$ cat src/design/sac_pkg.sv
package sac_pkg;

  // ****************************************************************
  // timing
  // ****************************************************************
  localparam int CLK_MHZ = 125;
  // acquisition window after each conversion, least time
  localparam int ACQ_NS = 250;
  localparam int ACQ_CYC = (ACQ_NS * CLK_MHZ + 999) / 1000;
  // settling time of one successive approximation step, longest time
  localparam int BIT_NS = 40;
  localparam int BIT_CYC = (BIT_NS * CLK_MHZ) / 1000;

  // ****************************************************************
  // result and interface modes
  // ****************************************************************
  localparam int RES_W = 18;
  localparam logic [17:0] MIDSCALE_BIN = 18'h20000;
  localparam logic [4:0] SER_BITS = 5'h12;
  localparam logic [1:0] MODE_PAR18 = 2'h0;
  localparam logic [1:0] MODE_WORD16 = 2'h1;
  localparam logic [1:0] MODE_BYTE8 = 2'h2;
  localparam logic [1:0] MODE_SERIAL = 2'h3;
  localparam int PIN_CODING = 0;
  localparam int PIN_WORD = 1;
  localparam int PIN_BYTE = 2;
  localparam int PIN_SDOUT = 10;
  localparam int PIN_SCLK = 11;
  localparam int PIN_RDERR = 13;

  // ****************************************************************
  // register map
  // ****************************************************************
  localparam logic [7:0] CTRL_OFS = 8'h00;
  localparam logic [7:0] STAT_OFS = 8'h04;
  localparam logic [7:0] RES_OFS = 8'h08;
  localparam int CTRL_REFOFF_BIT = 0;
  localparam int CTRL_IMP_BIT = 1;
  localparam int CTRL_FAST_BIT = 2;
  localparam logic [2:0] CTRL_RST = 3'h0;
  localparam int STAT_BUSY_BIT = 0;
  localparam int STAT_PD_BIT = 1;
  localparam int STAT_MODE_LSB = 2;
  localparam logic [1:0] RESP_OKAY = 2'h0;
  localparam logic [1:0] RESP_SLVERR = 2'h2;

  typedef enum logic [1:0] {ST_IDLE, ST_CONV, ST_ACQ, ST_PWRDN} sacState_e;

  typedef struct packed {
    logic [7:0] awaddr;
    logic awvalid;
    logic [31:0] wdata;
    logic [3:0] wstrb;
    logic wvalid;
    logic bready;
    logic [7:0] araddr;
    logic arvalid;
    logic rready;
  } sacAxiReq_s;

  typedef struct packed {
    logic awready;
    logic wready;
    logic bvalid;
    logic [1:0] bresp;
    logic arready;
    logic rvalid;
    logic [31:0] rdata;
    logic [1:0] rresp;
  } sacAxiRsp_s;

endpackage : sac_pkg

$ cat src/design/sac_adc_ctrl.sv
`timescale 1ns/10ps
`default_nettype none

// Behaviour
// (RULE1) output bus enabled only with select and read low
// (RULE2) select gates the external serial clock
// (RULE3) reset pin high aborts conversion, restores reset
// (RULE4) power-down finishes conversion, then blocks starts
// (RULE5) start falling edge holds sample, starts conversion
// (RULE6) impulse mode: start low at acquisition end converts
// (RULE7) buffer control low enables reference buffer
// (RULE8) two select inputs choose the output interface
// (RULE9) word and byte selects pick result part
// (RULE10) busy high from start until result latched
// (RULE11) coding select picks binary or twos complement; 18-bit parallel mode always gives binary
// (RULE12) idle bus and unused lines are released, except that serial mode drives unused lines 12 and 14 to 17 low
module sac_adc_ctrl
  import sac_pkg::*;
(
  // clock and reset
  input wire logic clk,
  input wire logic resetn,
  // register bus
  input wire sacAxiReq_s axiReq,
  output sacAxiRsp_s axiRsp,
  // host control pins
  input wire logic csN,
  input wire logic rdN,
  input wire logic adcReset,
  input wire logic power_down_req,
  input wire logic conversion_start_n,
  input wire logic iface_sel_hi,
  input wire logic iface_sel_lo,
  // data bus pins, three signals each
  input wire logic [17:0] dataIn,
  output logic [17:0] dataOut,
  output logic [17:0] dataOe,
  output logic busy,
  // analog core
  input wire logic compBit,
  output logic [17:0] dacCode,
  output logic holdTrack,
  output logic refBufEnable
);

  // ****************************************************************
  // conversion control
  // ****************************************************************
  sacState_e state_r, state_nxt;
  logic [7:0] cnt_r, cnt_nxt;
  logic [4:0] bitIdx_r, bitIdx_nxt;
  logic [17:0] sar_r, sar_nxt;
  logic [17:0] result_r, result_nxt;
  logic busy_r, busy_nxt;
  logic cnvPrev_r, cnvPrev_nxt;
  logic convDone;
  logic [2:0] ctrl_r, ctrl_nxt;
  logic impulseMode;
  logic [1:0] mode;

  assign mode = {iface_sel_hi, iface_sel_lo}; // [RULE8]
  assign impulseMode = ctrl_r[CTRL_IMP_BIT] & ~ctrl_r[CTRL_FAST_BIT];

  always_comb
  begin
    state_nxt = state_r;
    cnt_nxt = cnt_r;
    bitIdx_nxt = bitIdx_r;
    sar_nxt = sar_r;
    result_nxt = result_r;
    busy_nxt = busy_r;
    cnvPrev_nxt = conversion_start_n;
    convDone = 1'b0;
    unique case (state_r)
      ST_IDLE:
      begin
        if (power_down_req) // [RULE4]
        begin
          state_nxt = ST_PWRDN;
        end
        else if (cnvPrev_r && !conversion_start_n) // [RULE5]
        begin
          state_nxt = ST_CONV;
          sar_nxt = MIDSCALE_BIN;
          bitIdx_nxt = 5'(RES_W - 1);
          cnt_nxt = 8'(BIT_CYC - 1);
          busy_nxt = 1'b1; // [RULE10]
        end
      end
      ST_CONV:
      begin
        // a raised power-down does not cut the running conversion short
        if (cnt_r != 8'h00) // [RULE4]
        begin
          cnt_nxt = cnt_r - 8'h01;
        end
        else
        begin
          sar_nxt[bitIdx_r] = compBit;
          if (bitIdx_r != 5'h00)
          begin
            sar_nxt[bitIdx_r - 5'h01] = 1'b1;
            bitIdx_nxt = bitIdx_r - 5'h01;
            cnt_nxt = 8'(BIT_CYC - 1);
          end
          else
          begin
            result_nxt = sar_nxt;
            busy_nxt = 1'b0; // [RULE10]
            convDone = 1'b1;
            state_nxt = ST_ACQ;
            cnt_nxt = 8'(ACQ_CYC - 1);
          end
        end
      end
      ST_ACQ:
      begin
        if (cnt_r != 8'h00)
        begin
          cnt_nxt = cnt_r - 8'h01;
        end
        else if (power_down_req) // [RULE4]
        begin
          state_nxt = ST_PWRDN;
        end
        else if (impulseMode && !conversion_start_n) // [RULE6]
        begin
          state_nxt = ST_CONV;
          sar_nxt = MIDSCALE_BIN;
          bitIdx_nxt = 5'(RES_W - 1);
          cnt_nxt = 8'(BIT_CYC - 1);
          busy_nxt = 1'b1;
        end
        else
        begin
          state_nxt = ST_IDLE;
        end
      end
      ST_PWRDN:
      begin
        if (!power_down_req) // [RULE4]
        begin
          state_nxt = ST_IDLE;
        end
      end
    endcase
    // the reset pin wins over every state, even mid-conversion
    if (adcReset) // [RULE3]
    begin
      state_nxt = ST_IDLE;
      cnt_nxt = 8'h00;
      bitIdx_nxt = 5'h00;
      sar_nxt = 18'h00000;
      result_nxt = 18'h00000;
      busy_nxt = 1'b0;
      convDone = 1'b0;
    end
  end

  always_ff @(posedge clk or negedge resetn)
  begin
    if (!resetn)
    begin
      state_r <= ST_IDLE;
      cnt_r <= 8'h00;
      bitIdx_r <= 5'h00;
      sar_r <= 18'h00000;
      result_r <= 18'h00000;
      busy_r <= 1'b0;
      cnvPrev_r <= 1'b1;
    end
    else
    begin
      state_r <= state_nxt;
      cnt_r <= cnt_nxt;
      bitIdx_r <= bitIdx_nxt;
      sar_r <= sar_nxt;
      result_r <= result_nxt;
      busy_r <= busy_nxt;
      cnvPrev_r <= cnvPrev_nxt;
    end
  end

  assign busy = busy_r;
  assign dacCode = sar_r;
  assign holdTrack = (state_r == ST_CONV); // [RULE5]
  assign refBufEnable = ~ctrl_r[CTRL_REFOFF_BIT]; // [RULE7]

  // ****************************************************************
  // output port and serial shifter
  // ****************************************************************
  logic [17:0] coded;
  logic [17:0] shift_r, shift_nxt;
  logic [4:0] serCnt_r, serCnt_nxt;
  logic sclkPrev_r, sclkPrev_nxt;
  logic rdErr_r, rdErr_nxt;
  logic [17:0] dout_r, dout_nxt;
  logic [17:0] doe_r, doe_nxt;
  logic gatedSclk;
  logic readEn;

  // outside 18-bit parallel mode, coding pin low selects twos complement: flip the sign bit
  assign coded = (mode != MODE_PAR18 && !dataIn[PIN_CODING]) ?
                 (result_r ^ MIDSCALE_BIN) : result_r; // [RULE11]
  assign readEn = !csN && !rdN; // [RULE1]
  assign gatedSclk = dataIn[PIN_SCLK] & ~csN; // [RULE2]

  always_comb
  begin
    shift_nxt = shift_r;
    serCnt_nxt = serCnt_r;
    sclkPrev_nxt = gatedSclk;
    rdErr_nxt = 1'b0;
    dout_nxt = 18'h00000;
    doe_nxt = 18'h00000;
    if (convDone)
    begin
      // a serial read still part way through loses its data
      rdErr_nxt = (serCnt_r != 5'h00) && (serCnt_r < SER_BITS);
      // load the fresh result: result_r still holds the previous one in this cycle
      shift_nxt = (mode != MODE_PAR18 && !dataIn[PIN_CODING]) ?
                  (result_nxt ^ MIDSCALE_BIN) : result_nxt; // [RULE11]
      serCnt_nxt = 5'h00;
    end
    else if (mode == MODE_SERIAL && gatedSclk && !sclkPrev_r) // [RULE2]
    begin
      shift_nxt = {shift_r[16:0], 1'b0};
      if (serCnt_r < SER_BITS)
      begin
        serCnt_nxt = serCnt_r + 5'h01;
      end
    end
    if (readEn) // [RULE12]
    begin
      unique case (mode)
        MODE_PAR18:
        begin
          dout_nxt = result_r;
          doe_nxt = 18'h3ffff;
        end
        MODE_WORD16: // [RULE9]
        begin
          doe_nxt = 18'h3fffc;
          if (!dataIn[PIN_WORD])
          begin
            dout_nxt = {coded[17:2], 2'h0};
          end
          else
          begin
            dout_nxt = {14'h0000, coded[1:0], 2'h0};
          end
        end
        MODE_BYTE8: // [RULE9]
        begin
          doe_nxt = 18'h3fc00;
          unique case ({dataIn[PIN_WORD], dataIn[PIN_BYTE]})
            2'h0: dout_nxt = {coded[17:10], 10'h000};
            2'h1: dout_nxt = {coded[9:2], 10'h000};
            2'h2: dout_nxt = {6'h00, coded[1:0], 10'h000};
            2'h3: dout_nxt = {coded[1:0], 16'h0000};
          endcase
        end
        MODE_SERIAL:
        begin
          doe_nxt = 18'h3f400;
          dout_nxt[PIN_SDOUT] = shift_r[17];
          dout_nxt[PIN_RDERR] = rdErr_r;
        end
      endcase
    end
  end

  always_ff @(posedge clk or negedge resetn)
  begin
    if (!resetn)
    begin
      shift_r <= 18'h00000;
      serCnt_r <= 5'h00;
      sclkPrev_r <= 1'b0;
      rdErr_r <= 1'b0;
      dout_r <= 18'h00000;
      doe_r <= 18'h00000;
    end
    else
    begin
      shift_r <= shift_nxt;
      serCnt_r <= serCnt_nxt;
      sclkPrev_r <= sclkPrev_nxt;
      rdErr_r <= rdErr_nxt;
      dout_r <= dout_nxt;
      doe_r <= doe_nxt;
    end
  end

  assign dataOut = dout_r;
  assign dataOe = doe_r;

  // ****************************************************************
  // register slave
  // ****************************************************************
  logic awHeld_r, awHeld_nxt;
  logic [7:0] awAddr_r, awAddr_nxt;
  logic wHeld_r, wHeld_nxt;
  logic [31:0] wData_r, wData_nxt;
  logic [3:0] wStrb_r, wStrb_nxt;
  logic bValid_r, bValid_nxt;
  logic [1:0] bResp_r, bResp_nxt;
  logic rValid_r, rValid_nxt;
  logic [31:0] rData_r, rData_nxt;
  logic [1:0] rResp_r, rResp_nxt;
  logic awTake, wTake, arTake;

  assign awTake = axiReq.awvalid && !awHeld_r && !bValid_r;
  assign wTake = axiReq.wvalid && !wHeld_r && !bValid_r;
  assign arTake = axiReq.arvalid && !rValid_r;

  always_comb
  begin
    awHeld_nxt = awHeld_r | awTake;
    awAddr_nxt = awTake ? axiReq.awaddr : awAddr_r;
    wHeld_nxt = wHeld_r | wTake;
    wData_nxt = wTake ? axiReq.wdata : wData_r;
    wStrb_nxt = wTake ? axiReq.wstrb : wStrb_r;
    bValid_nxt = bValid_r & ~axiReq.bready;
    bResp_nxt = bResp_r;
    ctrl_nxt = ctrl_r;
    rValid_nxt = rValid_r & ~axiReq.rready;
    rData_nxt = rData_r;
    rResp_nxt = rResp_r;
    if (awHeld_r && wHeld_r && !bValid_r)
    begin
      awHeld_nxt = 1'b0;
      wHeld_nxt = 1'b0;
      bValid_nxt = 1'b1;
      bResp_nxt = RESP_OKAY;
      if ({awAddr_r[7:2], 2'h0} == CTRL_OFS)
      begin
        if (wStrb_r[0])
        begin
          ctrl_nxt = wData_r[2:0];
        end
      end
      else if ({awAddr_r[7:2], 2'h0} != STAT_OFS && {awAddr_r[7:2], 2'h0} != RES_OFS)
      begin
        bResp_nxt = RESP_SLVERR;
      end
    end
    if (arTake)
    begin
      rValid_nxt = 1'b1;
      rResp_nxt = RESP_OKAY;
      rData_nxt = 32'h00000000;
      unique case ({axiReq.araddr[7:2], 2'h0})
        CTRL_OFS: rData_nxt = {29'h0, ctrl_r};
        STAT_OFS:
        begin
          rData_nxt[STAT_BUSY_BIT] = busy_r;
          rData_nxt[STAT_PD_BIT] = (state_r == ST_PWRDN);
          rData_nxt[STAT_MODE_LSB +: 2] = mode;
        end
        RES_OFS: rData_nxt = {14'h0000, result_r};
        default: rResp_nxt = RESP_SLVERR;
      endcase
    end
  end

  always_ff @(posedge clk or negedge resetn)
  begin
    if (!resetn)
    begin
      awHeld_r <= 1'b0;
      awAddr_r <= 8'h00;
      wHeld_r <= 1'b0;
      wData_r <= 32'h00000000;
      wStrb_r <= 4'h0;
      bValid_r <= 1'b0;
      bResp_r <= 2'h0;
      ctrl_r <= CTRL_RST;
      rValid_r <= 1'b0;
      rData_r <= 32'h00000000;
      rResp_r <= 2'h0;
    end
    else
    begin
      awHeld_r <= awHeld_nxt;
      awAddr_r <= awAddr_nxt;
      wHeld_r <= wHeld_nxt;
      wData_r <= wData_nxt;
      wStrb_r <= wStrb_nxt;
      bValid_r <= bValid_nxt;
      bResp_r <= bResp_nxt;
      ctrl_r <= ctrl_nxt;
      rValid_r <= rValid_nxt;
      rData_r <= rData_nxt;
      rResp_r <= rResp_nxt;
    end
  end

  assign axiRsp.awready = !awHeld_r && !bValid_r;
  assign axiRsp.wready = !wHeld_r && !bValid_r;
  assign axiRsp.bvalid = bValid_r;
  assign axiRsp.bresp = bResp_r;
  assign axiRsp.arready = !rValid_r;
  assign axiRsp.rvalid = rValid_r;
  assign axiRsp.rdata = rData_r;
  assign axiRsp.rresp = rResp_r;

endmodule : sac_adc_ctrl

`default_nettype wire

$ cat config.mk
export PLATFORM = sky130hd
export DESIGN_NAME = sac_adc_ctrl
export DESIGN_NICKNAME = d
export VERILOG_FILES = /design/src/design/sac_pkg.sv /design/src/design/sac_adc_ctrl.sv
export SDC_FILE = /design/constraint.sdc
export NUM_CORES = 1
export LEC_CHECK = 0
export ABC_AREA = 1
export BUFFER_PORTS_ARGS = -buffer_cell sky130_fd_sc_hd__buf_2
export CAP_MARGIN = 10
export CORE_MARGIN = 2
export CORE_UTILIZATION = 29
export CTS_BUF_LIST = sky130_fd_sc_hd__clkbuf_8
export CTS_CLUSTER_SIZE = 12
export DETAILED_ROUTE_END_ITERATION = 8
export PLACE_DENSITY = 0.45
export SLEW_MARGIN = 5
export SYNTH_ARGS = -nofsm -noshare
export SYNTH_HDL_FRONTEND = slang
export SYNTH_SLANG_ARGS = --single-unit
$ cat constraint.sdc
create_clock -name clk -period 2.73 [get_ports clk]
set_input_delay 0.6825 -clock clk [delete_from_list [all_inputs] [get_ports clk]]
set_output_delay 0.6825 -clock clk [all_outputs]
set_load 0.03 [all_outputs]
==> run metrics <==
detailed-route wire length per cell 15.1 um; worst-case clock buffer depth 2; Worst path max stage delay 420 ps; top flip-flop cell by instance count after synthesis sky130_fd_sc_hd__dfrtp_1; register area share after synthesis between 40% and 50%; setup_tns 0 ps; Worst setup EP type primary output; min Tclk post-route approximately 2200 ps; CORE AREA 24,100 sq um; TritonCTS clock tree built; register bit total from synthesis 137; worst path bufs/invs 2; clock tree sinks around 140; area share of fa/ha/maj cells after synthesis ~2.1%; number of buffers created by CTS 17; top cell family by delay on the critical path flip-flops; I/O pin cnt 183; global-route wire length before repair 32,100 um; post-synthesis mux area share 1.43%; CTS Hold Bufs 0; critical path launch point state_r[1]; worst min-delay path class in2async; static leakage between 4 and 5 nW; DRC violation total after the first TritonRoute iteration 416; switching power as a share of total power 44.7%; Int Pwr 4.18 mW; detailed placement HPWL 14,700 um; master of the slowest instance on the critical path sky130_fd_sc_hd__dfrtp_1; net switching power figure ~3.4 mW; maximum fanout along the worst path 5; actual slew at the worst max-slew pin between 600 and 700 ps; worst-case setup margin in the final layout between 400 and 500 ps; Cell Count Post-Placement 1,274; number of hold violations in the final report 0; number of buffers added for setup after CTS 0; Placer Congestion about 0.86; area fraction in and, or, nand and nor cells after synthesis 23.4%; maximum clock frequency 445 MHz; antenna violations before repair 0; share of power burned in registers between 30% and 40%; net count of the finished layout 1,066; class of the most critical setup path reg2out; Area Growth Syn to Fin 16.9%; Gate Count Post-Synth 860; global routing usage summed across all routing layers between 15 and 20%; dominant cells by area after synthesis sky130_fd_sc_hd__dfrtp_1 48%, sky130_fd_sc_hd__nand2_1 12%, sky130_fd_sc_hd__inv_1 5.0%, sky130_fd_sc_hd__o21ai_0 5.0%, sky130_fd_sc_hd__nand3_1 3.9%; leading area contributor after synthesis sky130_fd_sc_hd__dfrtp_1; effective utilization at floorplan 29.3%; period utilisation layout 82.3%; worst vdd rail ir drop 0.334 mV; pre-CTS setup slack 528 ps; final max-slew violation count 0; master cell of the clock root buffer sky130_fd_sc_hd__clkbuf_8; r2r setup slk around 560 ps; number of warnings reported in the yosys synthesis log 0; number of global-route vias before repair between 5,000 and 6,000; share of final-layout standard cells stronger than drive strength 1 21.6%; Post-synth EDFFs 0; number of vias in the routed layout 5,930; standard-cell rows 57; Gate power share 40.2%; post-synthesis xor/xnor area fraction 0.619%; Antenna Violating Nets Remaining 0; Clock Pin Slew Worst Setup and Hold Paths 90 ps; unrepaired setup endpoints after global routing false; remaining routing DRC violations 0; combinational family with the most area after synthesis simple AND/OR/NAND/NOR gates; first-pass iteration count of the detailed router 5; Detailed Route WL ~20,000 um; power density over cell area 915 nW/um^2; area of the die 25,700 sq um; synthesized area per cell about 8.2 sq um; complex-gate fraction of the synthesized area 13.2%; count leader, synth sky130_fd_sc_hd__nand2_1; launch point of the worst reg-to-reg path bitIdx_r[2]; most common library cells after synthesis 220 x sky130_fd_sc_hd__nand2_1, 136 x sky130_fd_sc_hd__dfrtp_1, 94 x sky130_fd_sc_hd__inv_1, 70 x sky130_fd_sc_hd__o21ai_0, 57 x sky130_fd_sc_hd__nor2_1; fraction of registers with async set or reset after synthesis 100%; die boundary height approximately 160 um; status finished clean; largest net degree at the start of global routing 62; total grt overflow 0; Clk Latency, worst-skew pair 460 ps; relative max-transition margin 56.5%; Max-cap violations 0; WP data arrival 1570 ps; count of antenna diodes in the layout 0; startpoint types flop; number of cells upsized or downsized after cts 0; cells along the critical path inv_1 > ha_1 > buf_2; vias per cell 4.54; IO buf count 116; non-filler cells in the finished layout 1,306; clock skew after layout 17.8 ps; post-synthesis instance area 7070 sq um; required time worst endpoint 2050 ps; final design utilization 34.3%; Yosys top cell area share 48.1%; number of H-tree levels 4; Clock Power Share between 20% and 30%; die boundary width between 150 and 200 um; post-synth cell types 42; Finish-stage setup viols 0
==> worst register-to-register path: stages, from the launching register on <==
cell and delay (ps):
sky130_fd_sc_hd__dfrtp_1 440, sky130_fd_sc_hd__inv_1 230, sky130_fd_sc_hd__nand2_1 100, sky130_fd_sc_hd__nor2_2 240, sky130_fd_sc_hd__nand2_1 100, sky130_fd_sc_hd__o21ai_0 530, sky130_fd_sc_hd__nand2_1 130, sky130_fd_sc_hd__nand3_1 130
sky130_fd_sc_hd__nand2_1 70, sky130_fd_sc_hd__nand3_1 70, sky130_fd_sc_hd__nand2_1 50
==> layout make-up <==
class	count	area, sq um
fillers	2626	15800
flip-flops and latches	137	3430
multi-input cells	579	2950
repair buffers	131	712
well taps	324	405
inverters	103	388
clock buffers	17	234
clock inverters	15	153
==> metal layers <==
| layer | global-route usage [%] | share of wire, % |
|---|---|---|
| met1 | 23.8 | 51 |
| met2 | 23.6 | 43 |
| met3 | 2.65 | 4.9 |
| met4 | 3.69 | 0.83 |
| met5 | 0 | 0 |
==> per-stage QoR <==
step	cell area (sq um)	power (mW)	hold WS [ps]
after floorplan	7130	5.09	387
after global placement	7880	5.90	462
after detailed placement	7880	5.91	463
after CTS	8270	7.64	31.4
after global routing	8270	8.15	28.7
final	8270	7.56	45.9
==> state kept, by name, indices dropped and copies added, names as in the netlist, 2 cells and up <==
| signal | flops |
|---|---|
| shift_r | 18 |
| dataOut | 18 |
| ctrl_r | 3 |
| wData_r | 3 |
| awAddr_r | 6 |
| serCnt_r | 5 |
| state_r | 2 |
| bitIdx_r | 5 |
| dataOe | 4 |
| cnt_r | 8 |
| dacCode | 18 |
| rData_r | 18 |
| result_r | 18 |
==> final timing paths <==
| path | end | depth (start not counted) |
|---|---|---|
| min in group clk | cnvPrev_r | 1 |
| max in group asynchronous | rData_r[11] | 2 |
| worst min-delay path | wData_r[1] | 1 |
| worst max register to register | shift_r[1] | 10 |
| worst max-delay path | holdTrack | 3 |
| worst min register to register | rData_r[5] | 2 |
==> power groups by stage <==
stage	Clock, mW	Combinational [mW]	Sequential [mW]
floorplan	0	2.24	2.86
global placement	0	3.04	2.86
detailed placement	0	3.04	2.86
CTS	1.76	3.06	2.82
global route	1.84	3.44	2.88
finish	1.71	3.04	2.82
==> cell usage in the layout, fill, tap and decap left out, types with 4 or more instances in the layout <==
cell type and count:
sky130_fd_sc_hd__clkinv_2 4, sky130_fd_sc_hd__inv_8 5, sky130_fd_sc_hd__o21ai_0 70, sky130_fd_sc_hd__nand2_1 220, sky130_fd_sc_hd__xor2_1 5, sky130_fd_sc_hd__inv_6 4
sky130_fd_sc_hd__o31ai_1 17, sky130_fd_sc_hd__inv_2 8, sky130_fd_sc_hd__ha_1 12, sky130_fd_sc_hd__nand3_1 55, sky130_fd_sc_hd__a21oi_2 5, sky130_fd_sc_hd__mux2_2 9
sky130_fd_sc_hd__clkbuf_8 17, sky130_fd_sc_hd__nor2_4 6, sky130_fd_sc_hd__nand2_2 5, sky130_fd_sc_hd__dfrtp_1 136, sky130_fd_sc_hd__o21ai_1 8, sky130_fd_sc_hd__buf_2 115
sky130_fd_sc_hd__nor2_1 57, sky130_fd_sc_hd__nand4_1 11, sky130_fd_sc_hd__inv_1 94, sky130_fd_sc_hd__a21oi_1 47, sky130_fd_sc_hd__buf_4 14, sky130_fd_sc_hd__conb_1 16
==> logic make-up after synthesis <==
| group | count (synthesis) |
|---|---|
| AOI/OAI and AO/OA | 165 |
| muxes | 9 |
| DFF | 137 |
| and+or+nand+nor | 372 |
| xor gates and xnor gates | 5 |
| buffers and inverters | 159 |
| adders and majority gates | 12 |
| other | 1 |
No activity file was read; power rests on OpenSTA's default activity.
